`src/common/charger_pkg.sv`:
```
// constants for the charger event and status register bank
// assumes a single system clock and a serial two-wire host port
package charger_pkg;

    // serial slave address, 7 bits; a neutral value, change per board
    localparam logic [6:0] SLAVE_ADDR = 7'h5a;

    // register offsets
    localparam logic [7:0] CHARGER_EVENT_STATUS_OFS = 8'ha8;
    localparam logic [7:0] CHARGER_INTERRUPT_CONTROL_OFS = 8'ha9;
    localparam logic [7:0] CHARGER_SOURCE_STATE_OFS = 8'haa;
    localparam logic [7:0] POWER_SWITCH_CONTROL_OFS = 8'hb0;

    // reset values
    localparam logic [3:0] EVENT_ARM_RESET = 4'h0;
    localparam logic [3:0] EVENT_PENDING_RESET = 4'h0;
    localparam logic [7:0] IRQ_CONTROL_RESET = 8'h00;
    localparam logic [2:0] SWITCH_ENABLE_RESET = 3'h0;

    // event flag positions inside the pending/arm nibble (bits 7..4)
    localparam int SAFETY_TIMER_EVENT_BIT = 3;
    localparam int BATT_TEMP_EVENT_BIT = 2;
    localparam int SUPPLY_EVENT_BIT = 1;
    localparam int CHARGE_PHASE_EVENT_BIT = 0;

    // interrupt control field positions
    localparam int TOTAL_TIMER_IRQ_EN_BIT = 7;
    localparam int BATT_TEMP_ENTER_IRQ_EN_BIT = 6;
    localparam int SUPPLY_VALID_IRQ_EN_BIT = 5;
    localparam int CHARGE_DONE_ENTER_IRQ_EN_BIT = 4;
    localparam int PRECHARGE_TIMER_IRQ_EN_BIT = 3;
    localparam int BATT_TEMP_LEAVE_IRQ_EN_BIT = 2;
    localparam int SUPPLY_LOST_IRQ_EN_BIT = 1;
    localparam int CHARGE_DONE_EXIT_IRQ_EN_BIT = 0;

    // positions in the synchroniser vector
    localparam int SYNC_WIDTH = 13;
    localparam int S_PRE_EXP = 0;
    localparam int S_TOT_EXP = 1;
    localparam int S_TEMP_OK = 2;
    localparam int S_SUPPLY = 3;
    localparam int S_DONE = 4;
    localparam int S_ADAPTER = 5;
    localparam int S_HOSTPORT = 6;
    localparam int S_PHASE_LO = 7;
    localparam int S_PHASE_HI = 8;
    localparam int S_CUR_SEL = 9;
    localparam int S_SW_A_GOOD = 10;
    localparam int S_SCL = 11;
    localparam int S_SDA = 12;

    // serial slave bit count per byte
    localparam logic [3:0] BITS_PER_BYTE = 4'h8;

    typedef enum {
        ST_IDLE,
        ST_ADDR,
        ST_ADDR_ACK,
        ST_PTR,
        ST_PTR_ACK,
        ST_WDATA,
        ST_WDATA_ACK,
        ST_RDATA,
        ST_RDATA_ACK
    } serial_state_type;

endpackage

```
`src/logic/charger_event_status_regs.sv`:
```
// charger event/status registers and switch enables behind a serial slave
// assumes status inputs and bus pins are asynchronous to i_clk
//
// Behaviour
// - bit 6 arms battery temperature events, reads pending
// - bit 5 arms supply voltage events, reads pending
// - bit 4 arms end-of-charge entry/exit events
// - bit 3 reads either safety timer expired
// - bit 2 reads battery temperature inside window
// - bit 1 reads valid supply at input pin
// - bit 0 reads charger in end-of-charge
// - control bit 7 enables total timer interrupt
// - control bit 6 enables temperature-enter interrupt
// - control bit 5 enables supply-valid interrupt
// - control bit 4 enables end-of-charge entry interrupt
// - control bit 3 enables precharge timer interrupt
// - control bit 2 enables temperature-leave interrupt
// - control bit 1 enables supply-lost interrupt
// - control bit 0 enables end-of-charge exit interrupt
// - source bit 7 reads adapter charging
// - source bit 6 reads host-port charging
// - bits 5:4 charging phase, 3:1 reserved zero
// - source bit 0 mirrors current select pin
// - switch bits 7..5 turn switches on/off
// - switch bit 4 reads first switch good
// - charger flags valid only with valid supply
module charger_event_status_regs (
    // clock and reset
    input wire logic i_clk,
    input wire logic i_reset_n,
    // serial bus pins, data is open drain
    input wire logic i_scl,
    input wire logic i_sda,
    output logic o_sda_out,
    output logic o_sda_oe,
    // charger status inputs
    input wire logic i_precharge_timer_expired,
    input wire logic i_total_timer_expired,
    input wire logic i_batt_temp_in_window,
    input wire logic i_supply_valid,
    input wire logic i_charge_done,
    input wire logic i_adapter_source,
    input wire logic i_host_port_source,
    input wire logic [1:0] i_charging_phase_code,
    input wire logic i_current_select_pin,
    input wire logic i_switch_a_good,
    // outputs
    output logic o_switch_a_enable,
    output logic o_switch_b_enable,
    output logic o_switch_c_enable,
    output logic o_irq
);

    // byte address decode, shared by read mux and write path
    function automatic logic is_addr(input logic [7:0] a,
                                     input logic [7:0] ofs);
        is_addr = (a == ofs);
    endfunction

    logic [charger_pkg::SYNC_WIDTH-1:0] sync1_reg;
    logic [charger_pkg::SYNC_WIDTH-1:0] sync2_reg;
    logic [charger_pkg::SYNC_WIDTH-1:0] async_in;
    logic scl_prev_reg;
    logic sda_prev_reg;
    logic [4:0] stat_prev_reg;

    assign async_in = {i_sda, i_scl, i_switch_a_good, i_current_select_pin,
                       i_charging_phase_code, i_host_port_source,
                       i_adapter_source, i_charge_done, i_supply_valid,
                       i_batt_temp_in_window, i_total_timer_expired,
                       i_precharge_timer_expired};

    // two-stage synchroniser; first stage feeds only the second
    always_ff @(posedge i_clk or negedge i_reset_n)
    begin
        if (!i_reset_n)
        begin
            sync1_reg <= '0;
            sync2_reg <= '0;
        end
        else
        begin
            sync1_reg <= async_in;
            sync2_reg <= sync1_reg;
        end
    end

    logic scl;
    logic sda;
    logic supply_ok;
    logic timer_exp;
    logic temp_ok;
    logic done;
    assign scl = sync2_reg[charger_pkg::S_SCL];
    assign sda = sync2_reg[charger_pkg::S_SDA];
    assign supply_ok = sync2_reg[charger_pkg::S_SUPPLY];
    assign timer_exp = sync2_reg[charger_pkg::S_PRE_EXP] |
                       sync2_reg[charger_pkg::S_TOT_EXP];
    assign temp_ok = sync2_reg[charger_pkg::S_TEMP_OK];
    assign done = sync2_reg[charger_pkg::S_DONE];

    // history for edge detection, taken from the second stage
    always_ff @(posedge i_clk or negedge i_reset_n)
    begin
        if (!i_reset_n)
        begin
            scl_prev_reg <= 1'b1;
            sda_prev_reg <= 1'b1;
            stat_prev_reg <= '0;
        end
        else
        begin
            scl_prev_reg <= scl;
            sda_prev_reg <= sda;
            stat_prev_reg <= sync2_reg[4:0];
        end
    end

    logic scl_rise;
    logic scl_fall;
    logic start_seen;
    logic stop_seen;
    assign scl_rise = scl & ~scl_prev_reg;
    assign scl_fall = ~scl & scl_prev_reg;
    assign start_seen = scl & scl_prev_reg & sda_prev_reg & ~sda;
    assign stop_seen = scl & scl_prev_reg & ~sda_prev_reg & sda;

    // registers
    logic [3:0] arm_reg;
    logic [3:0] pending_reg;
    logic [7:0] irq_ctrl_reg;
    logic [2:0] switch_en_reg;
    logic irq_reg;

    // pulses from the serial slave
    logic wr_stb_reg;
    logic [7:0] wr_addr_reg;
    logic [7:0] wr_data_reg;
    logic rd_event_stb_reg;

    // live status nibble; charger flags masked without valid supply
    logic [3:0] live_status;
    assign live_status = {timer_exp & supply_ok,
                          temp_ok & supply_ok,
                          supply_ok,
                          done & supply_ok};

    function automatic logic [7:0] read_mux(input logic [7:0] a,
                                            input logic [3:0] pend,
                                            input logic [3:0] live,
                                            input logic [7:0] ctrl,
                                            input logic [7:0] srcv,
                                            input logic [2:0] sw,
                                            input logic good);
        read_mux = 8'h00;
        if (is_addr(a, charger_pkg::CHARGER_EVENT_STATUS_OFS))
            read_mux = {pend, live};
        else if (is_addr(a, charger_pkg::CHARGER_INTERRUPT_CONTROL_OFS))
            read_mux = ctrl;
        else if (is_addr(a, charger_pkg::CHARGER_SOURCE_STATE_OFS))
            read_mux = srcv;
        else if (is_addr(a, charger_pkg::POWER_SWITCH_CONTROL_OFS))
            read_mux = {sw, good, 4'h0};
    endfunction

    logic [7:0] source_value;
    assign source_value = {sync2_reg[charger_pkg::S_ADAPTER],
                           sync2_reg[charger_pkg::S_HOSTPORT],
                           sync2_reg[charger_pkg::S_PHASE_HI:
                                     charger_pkg::S_PHASE_LO],
                           3'h0,
                           sync2_reg[charger_pkg::S_CUR_SEL]};

    // serial slave
    charger_pkg::serial_state_type state_reg;
    logic [3:0] bit_cnt_reg;
    logic [7:0] shift_reg;
    logic [7:0] tx_reg;
    logic [7:0] ptr_reg;
    logic read_mode_reg;
    logic master_ack_reg;
    logic [7:0] rd_value;
    assign rd_value = read_mux(ptr_reg, pending_reg, live_status,
                               irq_ctrl_reg, source_value, switch_en_reg,
                               sync2_reg[charger_pkg::S_SW_A_GOOD]);

    always_ff @(posedge i_clk or negedge i_reset_n)
    begin
        if (!i_reset_n)
        begin
            state_reg <= charger_pkg::ST_IDLE;
            bit_cnt_reg <= '0;
            shift_reg <= '0;
            tx_reg <= '0;
            ptr_reg <= '0;
            read_mode_reg <= 1'b0;
            master_ack_reg <= 1'b0;
            o_sda_oe <= 1'b0;
            wr_stb_reg <= 1'b0;
            wr_addr_reg <= '0;
            wr_data_reg <= '0;
            rd_event_stb_reg <= 1'b0;
        end
        else
        begin
            wr_stb_reg <= 1'b0;
            rd_event_stb_reg <= 1'b0;
            if (start_seen)
            begin
                state_reg <= charger_pkg::ST_ADDR;
                bit_cnt_reg <= '0;
                o_sda_oe <= 1'b0;
            end
            else if (stop_seen)
            begin
                state_reg <= charger_pkg::ST_IDLE;
                o_sda_oe <= 1'b0;
            end
            else if (scl_rise)
            begin
                shift_reg <= {shift_reg[6:0], sda};
                bit_cnt_reg <= bit_cnt_reg + 4'h1;
                if (state_reg == charger_pkg::ST_RDATA_ACK)
                    master_ack_reg <= ~sda;
            end
            else if (scl_fall)
            begin
                case (state_reg)
                    charger_pkg::ST_ADDR:
                        if (bit_cnt_reg == charger_pkg::BITS_PER_BYTE)
                        begin
                            if (shift_reg[7:1] == charger_pkg::SLAVE_ADDR)
                            begin
                                read_mode_reg <= shift_reg[0];
                                o_sda_oe <= 1'b1;
                                state_reg <= charger_pkg::ST_ADDR_ACK;
                            end
                            else
                                state_reg <= charger_pkg::ST_IDLE;
                        end
                    charger_pkg::ST_PTR:
                        if (bit_cnt_reg == charger_pkg::BITS_PER_BYTE)
                        begin
                            ptr_reg <= shift_reg;
                            o_sda_oe <= 1'b1;
                            state_reg <= charger_pkg::ST_PTR_ACK;
                        end
                    charger_pkg::ST_WDATA:
                        if (bit_cnt_reg == charger_pkg::BITS_PER_BYTE)
                        begin
                            wr_stb_reg <= 1'b1;
                            wr_addr_reg <= ptr_reg;
                            wr_data_reg <= shift_reg;
                            ptr_reg <= ptr_reg + 8'h01;
                            o_sda_oe <= 1'b1;
                            state_reg <= charger_pkg::ST_WDATA_ACK;
                        end
                    charger_pkg::ST_PTR_ACK,
                    charger_pkg::ST_WDATA_ACK:
                    begin
                        o_sda_oe <= 1'b0;
                        bit_cnt_reg <= '0;
                        state_reg <= charger_pkg::ST_WDATA;
                    end
                    charger_pkg::ST_ADDR_ACK,
                    charger_pkg::ST_RDATA_ACK:
                    begin
                        bit_cnt_reg <= '0;
                        if (state_reg == charger_pkg::ST_ADDR_ACK &&
                            !read_mode_reg)
                        begin
                            o_sda_oe <= 1'b0;
                            state_reg <= charger_pkg::ST_PTR;
                        end
                        else if (state_reg == charger_pkg::ST_ADDR_ACK ||
                                 master_ack_reg)
                        begin
                            // reading the event register consumes pending
                            tx_reg <= rd_value;
                            o_sda_oe <= ~rd_value[7];
                            rd_event_stb_reg <= is_addr(ptr_reg,
                                charger_pkg::CHARGER_EVENT_STATUS_OFS);
                            ptr_reg <= ptr_reg + 8'h01;
                            state_reg <= charger_pkg::ST_RDATA;
                        end
                        else
                        begin
                            o_sda_oe <= 1'b0;
                            state_reg <= charger_pkg::ST_IDLE;
                        end
                    end
                    charger_pkg::ST_RDATA:
                        if (bit_cnt_reg == charger_pkg::BITS_PER_BYTE)
                        begin
                            o_sda_oe <= 1'b0;
                            state_reg <= charger_pkg::ST_RDATA_ACK;
                        end
                        else
                        begin
                            tx_reg <= {tx_reg[6:0], 1'b0};
                            o_sda_oe <= ~tx_reg[6];
                        end
                    default:
                        o_sda_oe <= 1'b0;
                endcase
            end
        end
    end

    // open drain: only ever pulls low
    always_ff @(posedge i_clk or negedge i_reset_n)
    begin
        if (!i_reset_n)
            o_sda_out <= 1'b0;
        else
            o_sda_out <= 1'b0;
    end

    logic wr_event;
    logic wr_ctrl;
    logic wr_switch;
    assign wr_event = wr_stb_reg &
        is_addr(wr_addr_reg, charger_pkg::CHARGER_EVENT_STATUS_OFS);
    assign wr_ctrl = wr_stb_reg &
        is_addr(wr_addr_reg, charger_pkg::CHARGER_INTERRUPT_CONTROL_OFS);
    assign wr_switch = wr_stb_reg &
        is_addr(wr_addr_reg, charger_pkg::POWER_SWITCH_CONTROL_OFS);

    // control and arm bits; read-only bits ignore writes
    always_ff @(posedge i_clk or negedge i_reset_n)
    begin
        if (!i_reset_n)
        begin
            arm_reg <= charger_pkg::EVENT_ARM_RESET;
            irq_ctrl_reg <= charger_pkg::IRQ_CONTROL_RESET;
            switch_en_reg <= charger_pkg::SWITCH_ENABLE_RESET;
        end
        else
        begin
            if (wr_event)
                arm_reg <= wr_data_reg[7:4];
            if (wr_ctrl)
                irq_ctrl_reg <= wr_data_reg;
            if (wr_switch)
                switch_en_reg <= wr_data_reg[7:5];
        end
    end

    // event detection against the previous status sample
    logic [3:0] event_hit;
    logic [4:0] rise;
    logic [4:0] fall;
    assign rise = sync2_reg[4:0] & ~stat_prev_reg;
    assign fall = ~sync2_reg[4:0] & stat_prev_reg;

    always_comb
    begin
        event_hit[charger_pkg::SAFETY_TIMER_EVENT_BIT] = supply_ok &
            ((rise[charger_pkg::S_TOT_EXP] &
              irq_ctrl_reg[charger_pkg::TOTAL_TIMER_IRQ_EN_BIT]) |
             (rise[charger_pkg::S_PRE_EXP] &
              irq_ctrl_reg[charger_pkg::PRECHARGE_TIMER_IRQ_EN_BIT]));
        event_hit[charger_pkg::BATT_TEMP_EVENT_BIT] = supply_ok &
            ((rise[charger_pkg::S_TEMP_OK] &
              irq_ctrl_reg[charger_pkg::BATT_TEMP_ENTER_IRQ_EN_BIT]) |
             (fall[charger_pkg::S_TEMP_OK] &
              irq_ctrl_reg[charger_pkg::BATT_TEMP_LEAVE_IRQ_EN_BIT]));
        event_hit[charger_pkg::SUPPLY_EVENT_BIT] =
            (rise[charger_pkg::S_SUPPLY] &
             irq_ctrl_reg[charger_pkg::SUPPLY_VALID_IRQ_EN_BIT]) |
            (fall[charger_pkg::S_SUPPLY] &
             irq_ctrl_reg[charger_pkg::SUPPLY_LOST_IRQ_EN_BIT]);
        event_hit[charger_pkg::CHARGE_PHASE_EVENT_BIT] = supply_ok &
            ((rise[charger_pkg::S_DONE] &
              irq_ctrl_reg[charger_pkg::CHARGE_DONE_ENTER_IRQ_EN_BIT]) |
             (fall[charger_pkg::S_DONE] &
              irq_ctrl_reg[charger_pkg::CHARGE_DONE_EXIT_IRQ_EN_BIT]));
    end

    // pending flags: a new event beats a clear in the same cycle
    genvar g;
    generate
        for (g = 0; g < 4; g++)
        begin : gen_pending
            always_ff @(posedge i_clk or negedge i_reset_n)
            begin
                if (!i_reset_n)
                    pending_reg[g] <= charger_pkg::EVENT_PENDING_RESET[g];
                else if (event_hit[g] & arm_reg[g])
                    pending_reg[g] <= 1'b1;
                else if (rd_event_stb_reg | (wr_event & ~wr_data_reg[g + 4]))
                    pending_reg[g] <= 1'b0;
            end
        end
    endgenerate

    // interrupt and switch outputs
    always_ff @(posedge i_clk or negedge i_reset_n)
    begin
        if (!i_reset_n)
        begin
            irq_reg <= 1'b0;
            o_switch_a_enable <= 1'b0;
            o_switch_b_enable <= 1'b0;
            o_switch_c_enable <= 1'b0;
        end
        else
        begin
            irq_reg <= |(pending_reg & arm_reg);
            o_switch_a_enable <= switch_en_reg[2];
            o_switch_b_enable <= switch_en_reg[1];
            o_switch_c_enable <= switch_en_reg[0];
        end
    end

    assign o_irq = irq_reg;

endmodule
```
`config.mk`:
```
export PLATFORM = sky130hd
export DESIGN_NAME = charger_event_status_regs
export DESIGN_NICKNAME = d
export VERILOG_FILES = /design/src/common/charger_pkg.sv /design/src/logic/charger_event_status_regs.sv
export SDC_FILE = /design/constraint.sdc
export NUM_CORES = 1
export LEC_CHECK = 0
export ABC_AREA = 1
export BUFFER_PORTS_ARGS = -buffer_cell sky130_fd_sc_hd__buf_2
export CAP_MARGIN = 20
export CORE_ASPECT_RATIO = 0.7
export CORE_MARGIN = 10
export CORE_UTILIZATION = 30
export DETAILED_ROUTE_END_ITERATION = 10
export SETUP_SLACK_MARGIN = 0.2
export SLEW_MARGIN = 20
export SYNTH_ARGS = -nofsm -noshare
export SYNTH_HDL_FRONTEND = slang
export SYNTH_SLANG_ARGS = --single-unit
```
`constraint.sdc`:
```
create_clock -name i_clk -period 1.9 [get_ports i_clk]
set_clock_uncertainty 0.05 [all_clocks]
set_input_delay 0.095 -clock i_clk [delete_from_list [all_inputs] [get_ports i_clk]]
set_output_delay 0.095 -clock i_clk [all_outputs]
set_load 0.005 [all_outputs]
```
==> results of run 1 <==
[layer usage]
| metal | global-route usage [%] | vias to the layer above | wire, um |
|---|---|---|---|
| li1 | - | 2014 | - |
| met1 | 16.2 | 1905 | 6420 |
| met2 | 14.3 | 95 | 4930 |
| met3 | 2.88 | 11 | 666 |
| met4 | 2.68 | 0 | 134 |
| met5 | 0 | - | 0 |
[cells in the mapped netlist (all sizes together)]
library cell | number | area share [%]
xor2 | 4 | 0.70
a21oi | 11 | 1.1
ha | 10 | 2.5
o22ai | 2 | 0.25
nor2 | 48 | 4.3
nor3b | 1 | 0.15
nor4 | 2 | 0.37
nand3b | 3 | 0.45
dfrtp | 106 | 53
o21ai | 69 | 7.1
and3b | 1 | 0.17
nand3 | 58 | 6.3
nand4 | 6 | 1.0
clkbuf | 3 | 0.25
conb | 1 | 0.075
o31ai | 1 | 0.15
or2 | 2 | 0.25
buf | 10 | 1.4
nor3 | 9 | 0.90
inv | 79 | 5.9
dfstp | 2 | 1.0
nand2 | 156 | 13
o211ai | 1 | 0.15
[cells by family after synthesis]
kind of cell	count (synthesis)
adder cells (fa/ha/maj)	10
AO/OA/AOI/OAI	84
AND/OR/NAND/NOR	286
buffers and inverters	92
other	1
flip-flops	108
XOR/XNOR	4
[worst min-delay path by stage]
stage	startpoint	end	slack, ns	cells past startpoint
floorplan	i_reset_n	arm_reg[0]	-0.25	0
global placement	i_reset_n	switch_en_reg[2]	0.03	1
detailed placement	i_reset_n	switch_en_reg[2]	0.03	1
CTS	i_reset_n	switch_en_reg[2]	0.19	2
global route	i_reset_n	switch_en_reg[2]	0.22	2
finish	i_reset_n	switch_en_reg[2]	0.18	2
[repair_timing]
item | in CTS | in global routing
pin swaps | 5 | 11
hold buffers | 14 | 0
gates resized for setup | 17 | 40
setup buffers | 14 | 6
endpoints found under the setup margin | 47 | 53
cloned | 1 | 4
endpoints found under the hold margin | 43 | 0
[power by group through the flow]
stage | Clock (mW) | Sequential [mW] | Combinational [mW]
after detailed placement | 0 | 2.49 | 0.287
final | 1.94 | 2.45 | 0.383
after floorplan | 0 | 2.47 | 0.159
after global routing | 2.09 | 2.46 | 0.437
after global placement | 0 | 2.49 | 0.284
after CTS | 2.00 | 2.44 | 0.341
[final cells by class]
| cell class | instances | area [um^2] |
|---|---|---|
| fillers | 1637 | 9990 |
| flip-flops and latches | 108 | 2710 |
| multi-input cells | 386 | 2110 |
| repair buffers | 75 | 651 |
| inverters | 79 | 304 |
| well taps | 225 | 282 |
| clock buffers | 9 | 225 |
| clock inverters | 7 | 81.3 |
[through the flow]
step | setup slack [ns] | hold WS, ns | utilization [%]
CTS | 0.162 | 0.194 | 37.4
floorplan | 0.201 | -0.251 | -
global route | -0.0270 | 0.216 | 38.9
global placement | 0.0637 | 0.0275 | 33.6
finish | 0.0942 | 0.180 | 38.9
detailed placement | 0.0263 | 0.0290 | 33.6
==> flow_summary_export.csv, run 1 <==
group,metric,value,unit
routing,ant_nets,0,
routing,wl_per_cell,13.7,um
yosys,synthCells,585,
place,placement.cell_area,0.00549,mm^2
yosys,yosysWarnings,0,
sta,setup_viol,0,
pwr,comb_power_share,8.0,%
routing,post_drt_via_cell_ratio,4.53,
cts,clkLatencyLatePin,0.36,ns
setup_path,cp.required,2.13,ns
yosys,syn-num-nets,610,
setup_path,path_cells,"ha_4 -> nand2_4 -> nor2_4 -> inv_4 -> nand2_8 -> nor2_1 -> o21ai_1 -> nand2_1 -> nor2_4 -> nand2_1 -> o21ai_1",
yosys,synthAdderAreaFrac,2.49,%
setup_path,worst-path-buf-inv,1,
place,port_buffers,19,
pwr,p_sw_share,25.0,%
setup_path,rr_endpoint,"state_reg[0]",
cells_and_area,design_area,0.00636,mm^2
cts,cts-root-buf,"clkbuf_16",
setup_path,critPathCapture,"state_reg[0]",
sta,post-route-min-period,1.81,ns
die,core-area,0.0163,mm^2
sta,rsz0062_at_grt,"true",
global_route,grtUsageTotal,10.7,%
setup_path,max_stage_delay,0.57,ns
setup_path,r2r_cells,11,
die,num_rows,39,
routing,vias,4025,
cts,cts-htree-levels,3,
sta,min_period_over_period,95.0,%
setup_path,worstSetupStartpointType,"flip-flop",
setup_path,regToRegStartpoint,"scl_prev_reg",
cells_and_area,finalNonFillerCells,889,
place,dp.cells,834,
global_route,grt_max_degree,42,
die,start_util,30.7,%
pwr,peakVddDrop,0.403,mV
routing,drc,0,
cts,clk_pin_slew,0.08,ns
setup_path,critPathArrivalTime,2.04,ns
pwr,intPower,3.58,mW
global_route,grt_first_pass_wirelength,19.5,mm
die,fp.dieArea,0.0224,mm^2
cts,cts_max_path_buffers,2,
yosys,synth_compound_area_share,8.75,%
routing,firstDrtPassIters,5,
cells_and_area,area_growth_syn_to_layout,26.7,%
pwr,power,4.77,mW
die,die_w,175,um
die,fp.dieH,128,um
setup_path,cp.depth,11,
place,dpl.hpwl,8.39,mm
cells_and_area,final_common_cell,"nand2_1",
setup_path,path_max_fanout,5,
die,ioPinCount,21,
cts,cts_tree,"built",
routing,wl,12.2,mm
pwr,p_leak,3.04,nW
setup_path,crit_start,"scl_prev_reg",
yosys,yosys.area_share.simple,26.5,%
yosys,synthMuxAreaShare,0,%
yosys,synth_top_family_by_area,"simple AND/OR/NAND/NOR gates",
global_route,overflow,0,
yosys,ys_seq_area_share,53.9,%
routing,drt_iter0_drc,357,
outcome,outcome,"finished clean",
run,max_cap_viol_count,0,
cts,cts_buffers,9,
setup_path,end_kind,"flip-flop",
pwr,p_per_area,750,mW/mm^2
yosys,synth-xor-area-share,0.698,%
min_path,hold_path.class,"input port to async pin",
pwr,p_switching,1.19,mW
setup_path,crit_slowest_cell,"dfstp_2",
yosys,ys_types,36,
pwr,sequentialPowerShare,51.3,%
global_route,antenna_found_initial,0,
cells_and_area,finalNetCount,684,
setup_path,timing_worst_setup_path_type,"flip-flop to flip-flop",
pwr,pwr-share-clk,40.7,%
setup_path,r2r_slack,0.09,ns
sta,fin_setup_tns,0,ns
yosys,syn-cell-area,0.00502,mm^2
cts,clock-sinks,108,
sta,max_freq,0.554,GHz
cells_and_area,mostFrequentLayoutCells,"nand2_1 (135), dfrtp_1 (105), inv_1 (69)",
cells_and_area,n_antenna_cell,0,
setup_path,crit_family,"simple AND/OR/NAND/NOR gates",
yosys,synth_seq_cells,108,
place,place.gp.congestion,0.889,
sta,final_hold_viol_count,0,
global_route,first_global_vias,3804,
sta,slew_violations,0,
yosys,syn_avg_cell_area,8.58,um^2
cells_and_area,drive_above_1_share,23.0,%
Note: power is estimated with default switching activity, not from simulation.
==> run 2: changes to the inputs <==
--- a/config.mk
+++ b/config.mk
@@ -5,12 +5,12 @@
 export SDC_FILE = /design/constraint.sdc
 export NUM_CORES = 1
 export LEC_CHECK = 0
-export ABC_AREA = 1
 export BUFFER_PORTS_ARGS = -buffer_cell sky130_fd_sc_hd__buf_2
 export CAP_MARGIN = 20
 export CORE_ASPECT_RATIO = 0.7
-export CORE_MARGIN = 10
+export CORE_MARGIN = 1.5
 export CORE_UTILIZATION = 30
+export CTS_BUF_LIST = sky130_fd_sc_hd__clkbuf_2
 export DETAILED_ROUTE_END_ITERATION = 10
 export SETUP_SLACK_MARGIN = 0.2
 export SLEW_MARGIN = 20
==> run 2 against run 1 <==
Critical path type unchanged. Register-to-register slack worse by 0.17 ns. Cell count down 7.4%. Global-route usage up 4.5 points. Wire length up 7.3%. Count of clock-buffer cells in the layout unchanged. Worst hold slack better by 0.16 ns. The run now ends with negative setup slack left.
==> flow_summary_export.csv, run 2 <==
group,metric,value,unit
setup_path,r2r_slack,-0.08,ns
setup_path,timing_worst_setup_path_type,"flip-flop to flip-flop",
routing,vias,4029,
cts,clkLatencyLatePin,0.65,ns
yosys,yosys-top-cells-area,"dfrtp_1 (52%), mux2_2 (6.6%), nand2_1 (4.4%), ha_1 (2.5%), o21ai_0 (2.3%)",
routing,firstDrtPassIters,4,
outcome,outcome,"finished, violations left",
min_path,min_path_cells,0,
yosys,synthAdderAreaFrac,2.46,%
cells_and_area,area_growth_syn_to_layout,40.7,%
global_route,overflow,0,
routing,wl_per_cell,15.8,um
cts,clock-sinks,108,
global_route,antenna_found_initial,0,
cells_and_area,design_area,0.00716,mm^2
cells_and_area,n_antenna_cell,0,
die,fp.dieArea,0.0178,mm^2
sta,setup_slack,-0.0795,ns
yosys,synth-edff-count,0,
yosys,synthTopCellsByCount,"dfrtp_1 (106), nand2_1 (59), mux2_2 (30)",
global_route,grt.busiest_layer,"met2",
setup_path,r2r_cells,7,
yosys,ys_types,71,
place,dpl.hpwl,8.60,mm
yosys,syn-cell-area,0.00509,mm^2
cts,cts_tree,"built",
die,die_w,159,um
yosys,synthMuxAreaShare,9.52,%
pwr,power,6.25,mW
routing,ant_nets,0,
cts,cts-htree-levels,3,
global_route,grt_max_degree,50,
yosys,syn_avg_cell_area,11.0,um^2
routing,drt_iter0_drc,196,
yosys,synth-xor-area-share,0.344,%
cts,cts_max_path_buffers,2,
die,start_util,30.9,%
global_route,grtUsageMet1,21.2,%
cells_and_area,drive_above_1_share,42.6,%
place,placement.cell_area,0.00594,mm^2
yosys,synth_ff_type,"dfrtp_1",
cts,clk_pin_slew,0.31,ns
yosys,async_flop_share,100,%
cells_and_area,mostFrequentLayoutCells,"dfrtp_1 (102), buf_4 (73), nand2_1 (47)",
sta,post-route-min-period,1.98,ns
setup_path,regToRegStartpoint,"bit_cnt_reg[0]",
place,place.gp.congestion,0.815,
die,core-area,0.0164,mm^2
run,max_cap_viol_count,0,
yosys,synth_compound_area_share,13.3,%
yosys,synth_seq_cells,108,
sta,rsz0062_at_grt,"true",
min_path,hold_start,"sync1_reg[5]",
setup_path,path_cells,"inv_2 -> ha_4 -> nand3b_1 -> a211oi_2 -> o2111a_2 -> or3b_1 -> o211ai_1",
setup_path,worst-path-buf-inv,1,
routing,post_drt_via_cell_ratio,4.90,
global_route,met3_usage,3.93,%
sta,final_hold_viol_count,0,
cells_and_area,nFillCells,1553,
outcome,violations,"negative setup slack",
setup_path,crit_slowest_cell,"dfrtp_1",
cts,cts_buffers,9,
place,port_buffers,19,
sta,slew_violations,0,
setup_path,critPathArrivalTime,2.51,ns
global_route,grt_first_pass_wirelength,20.7,mm
min_path,hold_path.class,"flip-flop to flip-flop",
yosys,syn-num-nets,486,
cts,cts-root-buf,"clkbuf_2",
setup_path,rr_endpoint,"ptr_reg[0]",
yosys,synth_top_cell_by_area,"dfrtp_1",
cells_and_area,final_common_cell,"dfrtp_1",
yosys,synth_top_area_share,52.1,%
sta,min_period_over_period,104,%
setup_path,max_stage_delay,0.47,ns
cells_and_area,finalNetCount,618,
yosys,yosysWarnings,0,
setup_path,end_kind,"flip-flop",
pwr,p_leak,3.20,nW
yosys,yosys.area_share.simple,16.8,%
global_route,grtUsageTotal,15.2,%
cells_and_area,finish.utilization,43.5,%
setup_path,crit_family,"compound AO/OA/AOI/OAI gates",
yosys,synth.most_common_cell,"dfrtp_1",
yosys,ys_seq_area_share,53.2,%
setup_path,cp.required,2.43,ns
sta,setup_viol,14,
sta,max_freq,0.505,GHz
yosys,synthCells,461,
setup_path,path_max_fanout,5,
die,fp.dieH,112,um
routing,drc,0,
pwr,peakVddDrop,0.462,mV
pwr,p_per_area,873,mW/mm^2
global_route,first_global_vias,4064,
global_route,use_met2,23.8,%
die,ioPinCount,21,
die,num_rows,39,
routing,wl,13.0,mm
yosys,synth_top_family_by_area,"simple AND/OR/NAND/NOR gates",
sta,whs,0.336,ns
min_path,hold_end,"sync2_reg[5]",
setup_path,worstSetupStartpointType,"flip-flop",
sta,fin_setup_tns,-0.412,ns
run 2: metrics by stage:
step,setup WS [ns],cells
after floorplan,0.0290,461
after global placement,-0.0346,745
after detailed placement,-0.105,745
after CTS,-0.0616,812
after global routing,-0.147,823
final,-0.0795,823
run 2: where the power goes:
group	leakage, nW	internal [mW]	switching, mW	total, mW
Clock	0.0763	0.330	0.830	1.16
Sequential	1.40	2.52	0.204	2.73
Combinational	1.73	1.22	1.15	2.37
Total	3.20	4.07	2.18	6.25
run 2: worst max-delay path by stage:
stage	from	end	slack, ns	cells after the start
floorplan	bit_cnt_reg[0]	wr_addr_reg[5]	0.03	7
global placement	state_reg[1]	ptr_reg[0]	-0.03	5
detailed placement	ptr_reg[0]	tx_reg[4]	-0.11	8
CTS	bit_cnt_reg[0]	ptr_reg[0]	-0.06	7
global route	bit_cnt_reg[0]	ptr_reg[0]	-0.15	7
finish	bit_cnt_reg[0]	ptr_reg[0]	-0.08	7
run 2: cell type report:
cell class	instances	area, um^2	area share, %
flip-flops and latches	108	2710	37.9
multi-input cells	311	2690	37.5
repair buffers	145	1280	17.9
well taps	225	282	3.93
clock inverters	7	82.6	1.15
inverters	18	67.6	0.944
clock buffers	9	45.0	0.629
run 2: logic make-up after synthesis:
kind of cell,after synthesis
adder cells (fa/ha/maj),10
AO/OA/AOI/OAI,100
flip-flops,108
multiplexers,44
AND/OR/NAND/NOR,153
other,1
buffers and inverters,43
XOR/XNOR,2
run 2: timing repair:
action | in CTS | in global routing
pin swaps | 25 | 20
hold buffers | 29 | 0
endpoints found under the hold margin | 121 | 0
gates resized for setup | 63 | 59
buffers inserted | 20 | 10
gates cloned | 2 | 1
endpoints found under the setup margin | 67 | 63
run 2: metal layers:
layer | vias up | wire length, um
li1 | 1904 | -
met1 | 2053 | 6430
met2 | 65 | 6110
met3 | 7 | 426
met4 | 0 | 80
met5 | - | 0
run 2: worst reg2reg max path, stage by stage (launching register included):
cell and delay [ns]:
dfrtp_1 0.47, inv_2 0.08, ha_4 0.12, nand3b_1 0.20, a211oi_2 0.23, o2111a_2 0.30
or3b_1 0.36, o211ai_1 0.10
==> run 3: changes to the inputs <==
--- a/config.mk
+++ b/config.mk
@@ -8,11 +8,13 @@
 export BUFFER_PORTS_ARGS = -buffer_cell sky130_fd_sc_hd__buf_2
 export CAP_MARGIN = 20
 export CORE_ASPECT_RATIO = 0.7
-export CORE_MARGIN = 1.5
+export CORE_MARGIN = 2
 export CORE_UTILIZATION = 30
 export CTS_BUF_LIST = sky130_fd_sc_hd__clkbuf_2
 export DETAILED_ROUTE_END_ITERATION = 10
+export REMOVE_ABC_BUFFERS = 1
 export SETUP_SLACK_MARGIN = 0.2
+export SKIP_LAST_GASP = 1
 export SLEW_MARGIN = 20
 export SYNTH_ARGS = -nofsm -noshare
 export SYNTH_HDL_FRONTEND = slang
==> run 3 against run 2 <==
The run still ends with negative setup slack left. Cell area increased by 0.79%. First-iteration DRC count increased by 72%. Sequential power about the same. Non-clock buffer count increased by 23. Clock power decreased by 11%. Worst hold slack got worse by 0.31 ns. Die area increased by 1.5%. Setup slack got worse by 0.039 ns. Combinational power increased by 11%. Cell count increased by 2.6%. Wire length increased by 3.1%. Critical path type unchanged.
==> flow_summary_export.csv, run 3 (synthesized netlist as in run 2, its figures left out) <==
group,metric,value,unit
setup_path,worst-path-buf-inv,2,
cts,cts_buffers,9,
place,port_buffers,19,
setup_path,crit_family,"simple AND/OR/NAND/NOR gates",
setup_path,cp.required,2.43,ns
place,dpl.hpwl,8.75,mm
cells_and_area,area_growth_syn_to_layout,41.8,%
pwr,p_per_area,885,mW/mm^2
die,fp.dieArea,0.0180,mm^2
sta,min_period_over_period,106,%
cts,clk_pin_slew,0.31,ns
sta,whs,0.0283,ns
cells_and_area,finish.utilization,43.9,%
outcome,violations,"negative setup slack",
pwr,intPower,4.14,mW
cells_and_area,n_antenna_cell,0,
pwr,sequentialPowerShare,42.5,%
sta,max_freq,0.495,GHz
die,die_w,160,um
sta,post-route-min-period,2.02,ns
sta,slew_violations,0,
global_route,first_global_vias,4177,
pwr,pwr-share-clk,16.2,%
routing,drt_iter0_drc,338,
pwr,comb_power_share,41.4,%
place,place_ws,-0.125,ns
die,start_util,30.9,%
global_route,grt_first_pass_wirelength,21.6,mm
cts,cts_max_path_buffers,2,
die,ioPinCount,21,
cts,clkLatencyLatePin,0.63,ns
pwr,p_switching,2.25,mW
die,fp.dieH,113,um
cts,cts_tree,"built",
setup_path,end_kind,"flip-flop",
pwr,p_sw_share,35.3,%
sta,final_hold_viol_count,0,
die,num_rows,39,
min_path,hold_path.class,"input port to flip-flop",
setup_path,worstSetupStartpointType,"flip-flop",
sta,setup_slack,-0.118,ns
pwr,peakVddDrop,0.403,mV
routing,ant_nets,0,
setup_path,timing_worst_setup_path_type,"flip-flop to flip-flop",
cells_and_area,nFillCells,1562,
setup_path,path_cells,"buf_4 -> xnor2_1 -> nor3_2 -> o2111a_2 -> buf_6 -> or3b_1 -> o211ai_1",
outcome,outcome,"finished, violations left",
cts,cts-root-buf,"clkbuf_2",
routing,drc,0,
cts,cts-htree-levels,3,
cells_and_area,final_common_cell,"dfrtp_1",
place,placement.cell_area,0.00591,mm^2
run,max_cap_viol_count,0,
cells_and_area,mostFrequentLayoutCells,"dfrtp_1 (102), buf_4 (98), nand2_1 (51)",
sta,setup_viol,18,
setup_path,crit_slowest_cell,"dfrtp_1",
routing,wl_per_cell,15.9,um
place,place.gp.congestion,0.839,
global_route,grt_max_degree,63,
die,core-area,0.0164,mm^2
routing,vias,4050,
setup_path,path_max_fanout,4,
global_route,grtUsageTotal,15.1,%
pwr,p_leak,3.24,nW
routing,wl,13.5,mm
cells_and_area,design_area,0.00721,mm^2
global_route,overflow,0,
setup_path,max_stage_delay,0.50,ns
cells_and_area,drive_above_1_share,44.6,%
global_route,antenna_found_initial,0,
cts,clock-sinks,108,
routing,post_drt_via_cell_ratio,4.80,
cells_and_area,finalNetCount,640,
setup_path,critPathArrivalTime,2.54,ns
routing,firstDrtPassIters,5,
sta,rsz0062_at_grt,"true",
-- run 3: changes by cell type in the layout (fill, tap and decap cells not counted), sizes merged --
cell / change
buf: +32
inv: +1
dlygate4sd3: -8
clkinv: -1
bufinv: -1
a21bo: -1
clkbuf: -1
-- run 3: timing repair --
item                                    in CTS  in global routing
pin swaps                                   33                 21
hold endpoints to repair                   121                  1
gates cloned                                 2                  0
setup buffers                               40                 10
gates resized for setup                     85                 52
hold buffers                                20                  1
endpoints found under the setup margin      70                 68
-- run 3: layer usage --
| metal | global-route usage (%) | up-vias | part of all wire, % |
|---|---|---|---|
| met5 | 0 | - | 0 |
| li1 | - | 1951 | - |
| met2 | 24.2 | 79 | 46 |
| met4 | 2.79 | 0 | 0.85 |
| met3 | 3.19 | 12 | 4.5 |
| met1 | 21.4 | 2008 | 48 |
-- run 3: power by group through the flow --
stage                     Sequential, mW  Combinational, mW  Clock (mW)
after floorplan                     2.79              0.826           0
after global placement              2.74               1.76           0
after detailed placement            2.74               1.79           0
after CTS                           2.72               2.33        1.06
after global routing                2.74               2.86        1.17
final                               2.71               2.64        1.03
-- run 3: worst reg2reg max path: stages, from the launching register on --
cell and delay, ns:
dfrtp_1 0.50, buf_4 0.18, xnor2_1 0.13, nor3_2 0.29
o2111a_2 0.30, buf_6 0.10, or3b_1 0.33, o211ai_1 0.08
-- run 3: metrics by stage --
step / cells / TNS (ns) / power (mW)
6_report: 844 / -0.740 / 6.39
3_5_place_dp: 756 / -2.87 / 4.53
2_1_floorplan: 436 / -5.20 / 3.62
4_1_cts: 833 / -1.03 / 6.10
3_3_place_gp: 756 / -0.787 / 4.49
5_1_grt: 844 / -4.23 / 6.78
-- run 3: layout make-up --
class                           count  area (um^2)  area share (%)
Sequential cell                   108         2710            37.6
Multi-Input combinational cell    310         2620            36.3
Tap cell                          225          282            3.90
Timing Repair Buffer              168         1430            19.9
Clock buffer                        9         45.0           0.624
Clock inverter                      6         56.3           0.780
Inverter                           18         67.6           0.937
-- run 3: worst paths after layout --
check | start | to | slack [ns] | cells after the start
setup / recovery | state_reg[1] | ptr_reg[0] | -0.12 | 7
hold reg to reg | sync1_reg[12] | sync2_reg[12] | 0.32 | 0
max in group asynchronous | i_reset_n | sda_prev_reg | 0.98 | 4
min in group asynchronous | i_reset_n | sync2_reg[1] | 0.43 | 4
setup reg to reg | state_reg[1] | ptr_reg[0] | -0.12 | 7
hold / removal | i_supply_valid | sync1_reg[3] | 0.03 | 2
